$ cat src/umfc_params.svh
// Register offsets, field positions, reset values and counts for the modem and queue control block.
`ifndef UMFC_PARAMS_SVH
`define UMFC_PARAMS_SVH
`define UMFC_ADDR_W 5
`define UMFC_OFS_IIR_FCR 5'h08
`define UMFC_OFS_MCR 5'h10
`define UMFC_OFS_MSR 5'h18
`define UMFC_OFS_SCR 5'h1C
`define UMFC_MCR_DTR 0
`define UMFC_MCR_RTS 1
`define UMFC_MCR_LOOP 4
`define UMFC_MCR_RESET 3'h0
`define UMFC_MSR_DCTS 0
`define UMFC_MSR_DDSR 1
`define UMFC_MSR_TERI 2
`define UMFC_MSR_DDCD 3
`define UMFC_MSR_FLAGS_RESET 4'h0
`define UMFC_FCR_EN 0
`define UMFC_FCR_RXCLR 1
`define UMFC_FCR_TXCLR 2
`define UMFC_FCR_TRIG_LO 6
`define UMFC_FCR_TRIG_HI 7
`define UMFC_FIFO_MODE_ON 2'h3
`define UMFC_FIFO_MODE_OFF 2'h0
`define UMFC_TRIG_RESET 2'h0
`define UMFC_TRIG_LVL_00 5'h01
`define UMFC_TRIG_LVL_01 5'h08
`define UMFC_TRIG_LVL_10 5'h04
`define UMFC_TRIG_LVL_11 5'h0E
`define UMFC_TIMEOUT_CHARS 4
`define UMFC_CNT_W 5
`endif

$ cat src/umfc_pkg.sv
// Types shared by the modem and queue control block.
package umfc_pkg;
  // Interrupt identification codes, highest priority first.
  typedef enum logic [3:0] {
    UMFC_IRQ_LINE = 4'h6,
    UMFC_IRQ_RXDATA = 4'h4,
    UMFC_IRQ_TIMEOUT = 4'hC,
    UMFC_IRQ_THRE = 4'h2,
    UMFC_IRQ_MODEM = 4'h0,
    UMFC_IRQ_NONE = 4'h1
  } umfc_irq_code_t;
  // One register byte.
  typedef logic [7:0] umfc_byte_t;
endpackage

$ cat src/umfc_pin_if.sv
// Carrier between a sideband edge detector and the control block.
`timescale 1ns/10ps
interface umfc_pin_if;
  // Present level of the sampled pin.
  logic level;
  // One-cycle pulse when the watched edge is seen.
  logic change;
  modport det (output level, output change);
  modport user (input level, input change);
endinterface

$ cat src/umfc_edge_detect.sv
// Edge detector for one modem sideband input.
`timescale 1ns/10ps
module umfc_edge_detect #(
  parameter bit FALL_ONLY = 1'b0
) (
  input wire logic clk,
  input wire logic rst_b,
  input wire logic pin,
  umfc_pin_if.det pout
);
  // Previous sample of the pin.
  logic prev;
  // Low until the first sample after reset, so a pin resting high is no change.
  logic primed;

  //////////////////////////////////////////////////////////////////////////////
  // Sample history; reset clears the previous level and the primed flag, then each clock loads them.
  always_ff @(posedge clk or negedge rst_b) begin
    if (!rst_b) begin
      prev <= 1'b0;
      primed <= 1'b0;
    end else begin
      prev <= pin;
      primed <= 1'b1;
    end
  end

  assign pout.level = pin;
  assign pout.change = primed && (FALL_ONLY ? (prev && !pin) : (prev != pin));
endmodule

$ cat src/umfc_top.sv
// Modem sideband, loopback, interrupt identification and queue control registers.
// Operation
// - Control bit 4 loops transmitter into receiver.
// - RTS pin follows control bit 1.
// - DTR pin follows control bit 0.
// - Reset clears the whole modem control register.
// - Status bits 7..4 show DCD, RI, DSR, CTS.
// - DCD, DSR, CTS changes set bits 3,1,0.
// - Only falling RI sets status bit 2.
// - Status read-only; change bits reset to zero.
// - Identification read and queue control share address.
// - Bits 7:6 read 00 off, 11 on.
// - Control bits 7:6 pick receive threshold.
// - Bit 2 flushes transmit queue, self-clearing.
// - Bit 1 flushes receive queue, self-clearing.
// - Bit 0 enables both queues together.
// - Clearing enable flushes both queues.
// - Other control bits need enable bit set.
// - Eight-bit scratch byte, not reset.
// - Bits 3:0 encode highest pending interrupt.
// - Timeout after four idle character times.
// - Modem status read clears modem interrupt.
//
// The address map and the Avalon-MM register port were decided locally.
`timescale 1ns/10ps
`include "umfc_params.svh"
module umfc_top #(
  parameter int TIMEOUT_CHARS = `UMFC_TIMEOUT_CHARS
) (
  input wire logic CLK,
  input wire logic RST_B,
  input wire logic [`UMFC_ADDR_W-1:0] ADDRESS,
  input wire logic READ,
  input wire logic WRITE,
  input wire logic [31:0] WRITEDATA,
  input wire logic [3:0] BYTEENABLE,
  output logic [31:0] READDATA,
  output logic WAITREQUEST,
  input wire logic TX_SERIAL,
  output logic RX_SERIAL,
  input wire logic SIN,
  output logic SOUT,
  output logic RTS,
  output logic DTR,
  input wire logic CTS,
  input wire logic DSR,
  input wire logic RI,
  input wire logic DCD,
  input wire logic LSR_IRQ,
  input wire logic THRE_IRQ,
  input wire logic [`UMFC_CNT_W-1:0] RX_COUNT,
  input wire logic RX_MOVED,
  input wire logic CHAR_TICK,
  output logic FIFO_ENABLE,
  output logic [`UMFC_CNT_W-1:0] RX_THRESHOLD,
  output logic TX_FLUSH,
  output logic RX_FLUSH,
  output logic IIR_READ_THRE,
  output logic [3:0] IRQ_CODE
);

  //////////////////////////////////////////////////////////////////////////////
  // Elaboration check: the idle counter is three bits wide.
  if (TIMEOUT_CHARS < 1 || TIMEOUT_CHARS > 7) begin : g_bad_timeout
    $error("TIMEOUT_CHARS must lie between 1 and 7.");
  end

  //////////////////////////////////////////////////////////////////////////////
  // Declarations.
  // High during the second cycle of a request, when the answer is given.
  logic ack;
  // A request completes at this edge.
  logic done_rd;
  logic done_wr;
  // Address decode of the current request.
  logic hit_fcr;
  logic hit_mcr;
  logic hit_msr;
  logic hit_scr;
  // Low byte lane is written.
  logic lane0;
  // Modem control bits: loop, RTS, DTR.
  logic loop_en;
  logic rts_bit;
  logic dtr_bit;
  // Change flags, bits 3..0 of the modem status readout.
  logic [3:0] msr_flags;
  logic [3:0] next_msr_flags;
  // Queue control state.
  logic fifo_en;
  logic [1:0] rx_threshold_select;
  // Scratch byte, deliberately without reset.
  umfc_pkg::umfc_byte_t scratch_byte;
  // Character-time idle counter for the receive timeout.
  logic [2:0] idle_chars;
  logic timeout_pend;
  logic rx_avail;
  // Highest-priority pending interrupt.
  umfc_pkg::umfc_irq_code_t interrupt_source_code;
  // Readout mux.
  logic [31:0] rd_mux;

  // One detector per sideband input, joined by the carrier interface.
  umfc_pin_if p_cts ();
  umfc_pin_if p_dsr ();
  umfc_pin_if p_ri ();
  umfc_pin_if p_dcd ();

  umfc_edge_detect #(.FALL_ONLY(1'b0)) u_cts (.clk(CLK), .rst_b(RST_B), .pin(CTS), .pout(p_cts));
  umfc_edge_detect #(.FALL_ONLY(1'b0)) u_dsr (.clk(CLK), .rst_b(RST_B), .pin(DSR), .pout(p_dsr));
  umfc_edge_detect #(.FALL_ONLY(1'b1)) u_ri (.clk(CLK), .rst_b(RST_B), .pin(RI), .pout(p_ri));
  umfc_edge_detect #(.FALL_ONLY(1'b0)) u_dcd (.clk(CLK), .rst_b(RST_B), .pin(DCD), .pout(p_dcd));

  //////////////////////////////////////////////////////////////////////////////
  // Bus handshake: every request waits exactly one cycle, so the read data can
  // be captured in a flop before the answer edge.
  always_ff @(posedge CLK or negedge RST_B) begin
    if (!RST_B) begin
      ack <= 1'b0;
    end else begin
      ack <= (READ || WRITE) && !ack;
    end
  end

  assign WAITREQUEST = (READ || WRITE) && !ack;
  assign done_rd = READ && ack;
  assign done_wr = WRITE && ack;
  // one address, read and write go to different registers.
  assign hit_fcr = (ADDRESS == `UMFC_OFS_IIR_FCR);
  assign hit_mcr = (ADDRESS == `UMFC_OFS_MCR);
  assign hit_msr = (ADDRESS == `UMFC_OFS_MSR);
  assign hit_scr = (ADDRESS == `UMFC_OFS_SCR);
  assign lane0 = BYTEENABLE[0];

  //////////////////////////////////////////////////////////////////////////////
  // Modem control register.
  always_ff @(posedge CLK or negedge RST_B) begin
    if (!RST_B) begin
      {loop_en, rts_bit, dtr_bit} <= `UMFC_MCR_RESET;
    end else if (done_wr && hit_mcr && lane0) begin
      // bits 3:2 and 31:5 are not stored.
      loop_en <= WRITEDATA[`UMFC_MCR_LOOP];
      rts_bit <= WRITEDATA[`UMFC_MCR_RTS];
      dtr_bit <= WRITEDATA[`UMFC_MCR_DTR];
    end
  end

  assign RTS = rts_bit;
  assign DTR = dtr_bit;
  // loopback; the line idles at mark so the far end sees no traffic.
  assign RX_SERIAL = loop_en ? TX_SERIAL : SIN;
  assign SOUT = loop_en ? 1'b1 : TX_SERIAL;

  //////////////////////////////////////////////////////////////////////////////
  // Change flags: a new edge in the very cycle of the clearing read survives.
  always_comb begin
    next_msr_flags = msr_flags;
    // completed read of the status register clears the flags.
    if (done_rd && hit_msr) begin
      next_msr_flags = `UMFC_MSR_FLAGS_RESET;
    end
    // changes on carrier, data-set-ready and clear-to-send, and falling edges of ring indicator.
    next_msr_flags[`UMFC_MSR_DCTS] = next_msr_flags[`UMFC_MSR_DCTS] | p_cts.change;
    next_msr_flags[`UMFC_MSR_DDSR] = next_msr_flags[`UMFC_MSR_DDSR] | p_dsr.change;
    next_msr_flags[`UMFC_MSR_DDCD] = next_msr_flags[`UMFC_MSR_DDCD] | p_dcd.change;
    next_msr_flags[`UMFC_MSR_TERI] = next_msr_flags[`UMFC_MSR_TERI] | p_ri.change;
  end

  // flags start at zero; no write path exists.
  always_ff @(posedge CLK or negedge RST_B) begin
    if (!RST_B) begin
      msr_flags <= `UMFC_MSR_FLAGS_RESET;
    end else begin
      msr_flags <= next_msr_flags;
    end
  end

  //////////////////////////////////////////////////////////////////////////////
  // Queue control: enable, threshold and self-clearing flush pulses.
  always_ff @(posedge CLK or negedge RST_B) begin
    if (!RST_B) begin
      fifo_en <= 1'b0;
      rx_threshold_select <= `UMFC_TRIG_RESET;
    end else if (done_wr && hit_fcr && lane0) begin
      fifo_en <= WRITEDATA[`UMFC_FCR_EN];
      // the threshold only moves when the enable bit is written as 1.
      if (WRITEDATA[`UMFC_FCR_EN]) begin
        rx_threshold_select <= WRITEDATA[`UMFC_FCR_TRIG_HI:`UMFC_FCR_TRIG_LO];
      end
    end
  end

  // Flush pulses last one cycle, which is what makes the bits self-clearing.
  always_ff @(posedge CLK or negedge RST_B) begin
    if (!RST_B) begin
      TX_FLUSH <= 1'b0;
      RX_FLUSH <= 1'b0;
    end else if (done_wr && hit_fcr && lane0) begin
      TX_FLUSH <= WRITEDATA[`UMFC_FCR_EN] ? WRITEDATA[`UMFC_FCR_TXCLR] : fifo_en;
      RX_FLUSH <= WRITEDATA[`UMFC_FCR_EN] ? WRITEDATA[`UMFC_FCR_RXCLR] : fifo_en;
    end else begin
      TX_FLUSH <= 1'b0;
      RX_FLUSH <= 1'b0;
    end
  end

  assign FIFO_ENABLE = fifo_en;

  // Threshold in bytes for the receive path.
  always_comb begin
    unique case (rx_threshold_select)
      2'h0: RX_THRESHOLD = `UMFC_TRIG_LVL_00;
      2'h1: RX_THRESHOLD = `UMFC_TRIG_LVL_01;
      2'h2: RX_THRESHOLD = `UMFC_TRIG_LVL_10;
      2'h3: RX_THRESHOLD = `UMFC_TRIG_LVL_11;
    endcase
  end

  //////////////////////////////////////////////////////////////////////////////
  // Scratch byte: no reset, so it costs no reset routing.
  always_ff @(posedge CLK) begin
    if (done_wr && hit_scr && lane0) begin
      scratch_byte <= WRITEDATA[7:0];
    end
  end

  //////////////////////////////////////////////////////////////////////////////
  // Receive timeout: count character times while bytes sit untouched.
  always_ff @(posedge CLK or negedge RST_B) begin
    if (!RST_B) begin
      idle_chars <= 3'h0;
    end else if (!fifo_en || RX_COUNT == '0 || RX_MOVED) begin
      idle_chars <= 3'h0;
    end else if (CHAR_TICK && !timeout_pend) begin
      idle_chars <= idle_chars + 3'h1;
    end
  end

  assign timeout_pend = (idle_chars == 3'(TIMEOUT_CHARS));
  // Without the queues one byte is enough.
  assign rx_avail = fifo_en ? (RX_COUNT >= RX_THRESHOLD) : (RX_COUNT != '0);

  //////////////////////////////////////////////////////////////////////////////
  // Interrupt priority encoder.
  always_comb begin
    if (LSR_IRQ) begin
      interrupt_source_code = umfc_pkg::UMFC_IRQ_LINE;
    end else if (rx_avail) begin
      interrupt_source_code = umfc_pkg::UMFC_IRQ_RXDATA;
    end else if (timeout_pend) begin
      interrupt_source_code = umfc_pkg::UMFC_IRQ_TIMEOUT;
    end else if (THRE_IRQ) begin
      interrupt_source_code = umfc_pkg::UMFC_IRQ_THRE;
    end else if (msr_flags != `UMFC_MSR_FLAGS_RESET) begin
      // pending until the status read clears the flags.
      interrupt_source_code = umfc_pkg::UMFC_IRQ_MODEM;
    end else begin
      interrupt_source_code = umfc_pkg::UMFC_IRQ_NONE;
    end
  end

  assign IRQ_CODE = interrupt_source_code;
  // Tells the transmit path that software has seen its empty interrupt.
  assign IIR_READ_THRE = done_rd && hit_fcr && (interrupt_source_code == umfc_pkg::UMFC_IRQ_THRE);

  //////////////////////////////////////////////////////////////////////////////
  // Read data, captured in the waiting cycle and held through the answer.
  always_comb begin
    // unused bits and unmapped offsets read zero.
    rd_mux = 32'h0000_0000;
    if (hit_mcr) begin
      rd_mux[`UMFC_MCR_LOOP] = loop_en;
      rd_mux[`UMFC_MCR_RTS] = rts_bit;
      rd_mux[`UMFC_MCR_DTR] = dtr_bit;
    end else if (hit_msr) begin
      // live pin levels above the flags.
      rd_mux[7:0] = {p_dcd.level, p_ri.level, p_dsr.level, p_cts.level, msr_flags};
    end else if (hit_fcr) begin
      rd_mux[7:6] = fifo_en ? `UMFC_FIFO_MODE_ON : `UMFC_FIFO_MODE_OFF;
      rd_mux[3:0] = interrupt_source_code;
    end else if (hit_scr) begin
      rd_mux[7:0] = scratch_byte;
    end
  end

  always_ff @(posedge CLK or negedge RST_B) begin
    if (!RST_B) begin
      READDATA <= 32'h0000_0000;
    end else if (READ && !ack) begin
      READDATA <= rd_mux;
    end
  end
endmodule

$ cat config.mk
export PLATFORM = sky130hd
export DESIGN_NAME = umfc_top
export DESIGN_NICKNAME = d
export VERILOG_FILES = /design/src/umfc_pkg.sv /design/src/umfc_pin_if.sv /design/src/umfc_edge_detect.sv /design/src/umfc_top.sv
export VERILOG_INCLUDE_DIRS = /design/src
export SDC_FILE = /design/constraint.sdc
export NUM_CORES = 1
export LEC_CHECK = 0
export CORE_MARGIN = 1
export CORE_UTILIZATION = 40
export CTS_BUF_LIST = sky130_fd_sc_hd__clkbuf_2
export DETAILED_ROUTE_END_ITERATION = 12
export DONT_BUFFER_PORTS = 1
export PLACE_DENSITY = 0.63
export SLEW_MARGIN = 5
export SYNTH_ARGS = -nofsm -noshare
export SYNTH_HDL_FRONTEND = slang
export SYNTH_HIERARCHICAL = 1
export SYNTH_SLANG_ARGS = --single-unit
export TNS_END_PERCENT = 5
$ cat constraint.sdc
create_clock -name CLK -period 5.6 [get_ports CLK]
set_input_delay 0.84 -clock CLK [delete_from_list [all_inputs] [get_ports CLK]]
set_output_delay 0.84 -clock CLK [all_outputs]
set_load 0.02 [all_outputs]
---- Word level (Yosys, flattened, before mapping) ----
Cells that the tools add are included.
cells by class
  add/subtract/negate cells ............... 1
  magnitude comparators ................... 1
  equality and inequality tests ........... 12
  muxes and demuxes ....................... 26
  bitwise logic cells ..................... 4
  reduce and logical (&&, ||, !) cells .... 32
operators by type and width
  cell                 count
  $mux 4               5
  $pmux 5 s4           1
  $logic_and 1x1->1    19
  $mux 8               2
  $eq 5x5->1 const B   3
  $mux 2               6
  $mux 1               9
  $mux 3               3
  $eq 5x4->1 const B   1
  $ge 5x5->1           1
  $logic_not 5->1      1
  $reduce_bool 5->1    1
  $eq 2x2->1 const B   2
  $eq 4x2->1 const B   1
  $logic_not 1->1      4
  $or 1x1->1           4
  $reduce_bool 4->1    1
  $add 3x1->3 const B  1
  $eq 3x3->1 const B   1
  $logic_or 1x1->1     3
  $ne 1x1->1           3
  $eq 2x1->1 const B   1
  $logic_not 2->1      1
  $reduce_and 2->1     1
  $reduce_bool 2->1    1
storage, ports and cells
  bits in registers ....................... 37
  input bits .............................. 60
  output and inout port bits .............. 50
  word-level logic and storage cells ...... 93

---- Longest topological paths before layout ----
  word-level depth ........................ 9
  mapped depth ............................ 7
  gate-level depth less buffers ........... 7

---- Modules after synthesis ----
Netlist, hierarchy kept.
modules (own cells, without submodules)
  module                        instances  cells each  area each (sq um)  seq. area each (sq um)
  umfc_top                      1          197         1924.3             840.8
  umfc_edge_detect (u_cts ...)  3          6           76.3               50.0
  umfc_edge_detect (u_ri)       1          5           70.1               50.0

---- Least setup slack after synthesis ----
No wires, ideal clock.
  path kind ............................... input to output
  start ................................... in RX_COUNT[3]
  end ..................................... out IIR_READ_THRE
  arrival ................................. 2547 ps
  data required time ...................... 4760 ps
  setup slack ............................. 2213 ps
  stages .................................. 5
  buffers on the path ..................... 0
  cells stage by stage .................... ha_1 -> a2111oi_2 -> o21a_1 -> o21bai_1 -> nor4_1
on the way
  cells in the longest elaborated chain, start to end .. 6
  elaborated cells between the ends (all ways) .. 7
  those cells by class .................... 1 x order compare; 1 x eq/ne; 3 x mux; 2 x reduce/logical
RTL lines
  item                                             line             text
  start, declared                                  umfc_top.sv:51   input wire logic [`UMFC_CNT_W-1:0] RX_COUNT,
  $ge 5x5->1 or $reduce_bool 5->1 (tied branches)  umfc_top.sv:241  assign rx_avail = fifo_en ? (RX_COUNT >= RX_THRESHOLD) : (RX_COUNT != '0);
  $mux 1 (*)                                       umfc_top.sv:241
  $mux 4 (*)                                       umfc_top.sv:248  end else if (rx_avail) begin
  $mux 4 (*)                                       umfc_top.sv:246  if (LSR_IRQ) begin
  $eq 4x2->1 (*)                                   umfc_top.sv:264  assign IIR_READ_THRE = done_rd && hit_fcr && (interrupt_source_code == umfc_pkg::UMFC_IRQ_THRE);
  $logic_and 1x1->1 (*)                            umfc_top.sv:264
  end, declared                                    umfc_top.sv:58   output logic IIR_READ_THRE,
Mark *: on every way between the ends. The rest lies on a longest branch, timed or not.

---- Final worst setup path ----
  start ................................... reg rx_threshold_select[1]
  end ..................................... out IIR_READ_THRE
on the way
  cells in the longest elaborated chain, start to end .. 8
  elaborated cells between the ends (all ways) .. 11
  those cells by class .................... 1 x order compare; 4 x eq/ne; 4 x mux; 2 x reduce/logical
RTL lines
  item                                line             text
  start, declared                     umfc_top.sv:91   logic [1:0] rx_threshold_select;
  start signal, assigned              umfc_top.sv:183  rx_threshold_select <= `UMFC_TRIG_RESET;
  start signal, assigned              umfc_top.sv:188  rx_threshold_select <= WRITEDATA[`UMFC_FCR_TRIG_HI:`UMFC_FCR_TRIG_LO];
  $eq 2x2->1 (tied with other cells)  umfc_top.sv:211  unique case (rx_threshold_select)
  $pmux 5 s4 (*)                      umfc_top.sv:211
  net RX_THRESHOLD[0]                 umfc_top.sv:55   output logic [`UMFC_CNT_W-1:0] RX_THRESHOLD,
  $ge 5x5->1 (*)                      umfc_top.sv:241
  $mux 1 (*)                          umfc_top.sv:241
  $mux 4 (*)                          umfc_top.sv:248
  $mux 4 (*)                          umfc_top.sv:246
  $eq 4x2->1 (*)                      umfc_top.sv:264
  $logic_and 1x1->1 (*)               umfc_top.sv:264
Mark *: on every way through the listed nets, which the timed path passes. The rest lies on a longest branch. The select of a mux whose other input is x is not followed.

==> results.json <==
{
  "outcome": "finished clean",
  "worstMarginPinSlew_ns": 1.110,
  "setup_viol": 0,
  "finalHoldViolCount": 0,
  "h-tree-depth": 2,
  "power_density_mw_per_mm2": 232.8,
  "period_minus_slack_ns": 4.078,
  "final_nets": 281,
  "yosys_warnings": 6,
  "ys_ff_latch": 40,
  "port_buffers": 0,
  "period_share": 0.7282,
  "io_pins": 110,
  "syn_to_final_growth_pct": -1.295,
  "drive_above_1_share": 0.1157,
  "cts_resized": 0,
  "core_area_mm2": 0.005238,
  "place_ws_ns": 1.969,
  "dp_hpwl_um": 3173,
  "design_area_mm2": 0.002195,
  "grt_max_degree": 33,
  "grt_usage": 0.1510,
  "die-area_mm2": 0.005861,
  "grt_pass1_vias": 1327,
  "drt_iter0_markers": 91,
  "syn_avg_cell_area_um2": 10.11,
  "final-seq-area_mm2": 0.001041,
  "first_pass_iters": 4,
  "synth_area_mm2": 0.002223,
  "clockRootBuffer": "clkbuf_2",
  "rsz0062_at_grt": "no",
  "relSlewSlack": 0.2533,
  "totalWireLength_um": 4188,
  "antenna_found_initial": 0,
  "skew_ns": 0.01684,
  "die_x_um": 76.56,
  "cts.clk_slew.worst_paths_ns": 0.20,
  "syn_inst": 220,
  "vdd_drop_max_uv": 120.5,
  "post_cts_buffers": 0,
  "routed_via_density": 5.052,
  "synth_flop_cell": "dfrtp_1",
  "fmax_mhz": 245.2,
  "crit_path_end_kind": "primary output",
  "place_congestion": 0.7476,
  "min_path_type": "in2async",
  "rows": 26,
  "drc": 0,
  "p_leak_nw": 0.9621,
  "num_antenna_cells": 0,
  "synth_edf_count": 8,
  "worstPathRequired_ns": 4.76,
  "grt_overflow": 0,
  "async_reset_ff_frac": 0.8000,
  "ys_types": 47,
  "cp_max_fo": 5,
  "hold-worst-slack_ns": 0.1165,
  "placed_cell_area_mm2": 0.002155,
  "cts_sinks": 40,
  "initial_core_util": 0.4245,
  "clk_latency_ns": 0.38,
  "die_h_um": 76.56,
  "fin_util": 0.4190,
  "ant_nets": 0,
  "multi_input_area_um2": 977.2,
  "fin_ws_ns": 1.522,
  "hold_buffers": 0,
  "slew_viol_final": 0,
  "cts_buffers": 5,
  "clock_path_buffers": 2,
  "worstSetupPathType": "reg2out",
  "ys_seq_area_frac": 0.4682,
  "wire_per_inst_um": 14.64,
  "num_vias": 1445,
  "grt_pass1_wl_um": 6762,
  "fillCellCount": 538,
  "cts_tree": "done",
  "critPathLaunchType": "flop",
  "setup_tns_ns": 0,
  "cp.arrival_ns": 3.24,
  "maxCapViolCount": 0
}
==> worst paths after layout <==
kind | endpoint | slack, ns | cells after the start | start
worst max-delay path | IIR_READ_THRE | 1.52 | 7 | rx_threshold_select[1]
worst min-delay path | FIFO_ENABLE | 0.12 | 0 | RST_B
worst max register to register | READDATA[2] | 3.16 | 7 | rx_threshold_select[1]
worst min register to register | msr_flags[3] | 0.53 | 1 | msr_flags[3]
max in group asynchronous | READDATA[3] | 5.39 | 0 | RST_B
min in group CLK | u_cts/prev | 0.46 | 0 | CTS
==> cell type report <==
type                       count  area share
sequential                    40      0.4743
multi-input combinational    155      0.4453
tap                           70     0.03991
inverter                      13     0.02223
clock buffer                   7     0.01596
clock inverter                 1    0.002281
==> worst max-delay path, cell delays in order, from the launching register on <==
cell and delay (ns):
dfrtp_1 0.53, nor2_1 0.40, ha_1 0.31, nand2b_1 0.13
a31oi_1 0.17, o21a_1 0.21, o21bai_1 0.14, nor4_1 0.97
==> Yosys cell counts, types with 2 or more instances <==
cell	n	area, µm²
mux2_4	5	75.07
buf_2	2	10.01
a31oi_1	2	12.51
o31ai_1	3	22.52
conb_1	5	18.77
a21oi_1	18	90.09
nor4_1	2	12.51
xor2_1	4	35.03
a2111oi_0	2	17.52
nand4_1	2	12.51
nor2b_1	3	18.77
nand3_1	4	20.02
a21o_1	4	30.03
nand2_1	20	75.07
inv_1	13	48.80
and2_1	3	18.77
dfrtp_1	32	800.8
mux2i_1	4	40.04
clkbuf_1	5	18.77
o21ai_0	4	20.02
buf_4	29	217.7
nor3_1	3	15.01
nand2b_1	2	12.51
nor2_1	14	52.55
ha_1	6	75.07
edfxtp_1	8	240.2
==> report_power, final <==
part	switching, W	internal [W]
Clock	0.0000904	0.0000342
Sequential	0.0000190	0.000308
Combinational	0.0000385	0.0000205
Total	0.000148	0.000363
==> cells in the final DEF, fill, tap and decap left out, types with 5 or more instances in the layout <==
| cell type | instances |
|---|---|
| inv_1 | 13 |
| dfrtp_1 | 32 |
| nand2_1 | 20 |
| mux2_4 | 5 |
| clkbuf_2 | 7 |
| edfxtp_1 | 8 |
| conb_1 | 29 |
| a21oi_1 | 18 |
| nor2_1 | 14 |
| ha_1 | 6 |
==> flip-flops by register name (all words and copies together), names as in the netlist, 2 cells and up <==
signal / cells
READDATA: 8
idle_chars: 3
msr_flags: 4
rx_threshold_select: 2
scratch_byte: 8
==> per-stage QoR <==
stage	power, W	std cells
global route	0.0005358	286
CTS	0.0005162	286
floorplan	0.0004011	244
finish	0.0005110	286
global placement	0.0003910	278
detailed placement	0.0003921	278
==> per-layer routing <==
metal	vias up	part of all wire	track usage
li1	684	-	-
met1	682	0.47	0.2018
met2	75	0.45	0.2216
met3	4	0.076	0.05868
met4	0	0.011	0.05192
met5	-	0	0
==> cell families after synthesis <==
| group | Yosys count | synth area share |
|---|---|---|
| xor+xnor | 5 | 0.01970 |
| flops | 40 | 0.4682 |
| fa+ha+maj | 6 | 0.03376 |
| compound gates | 41 | 0.1227 |
| other cells | 5 | 0.008442 |
| mux | 10 | 0.05684 |
| buf+inv | 49 | 0.1328 |
| simple gates | 64 | 0.1576 |
No activity file was read; power rests on OpenSTA's default activity.
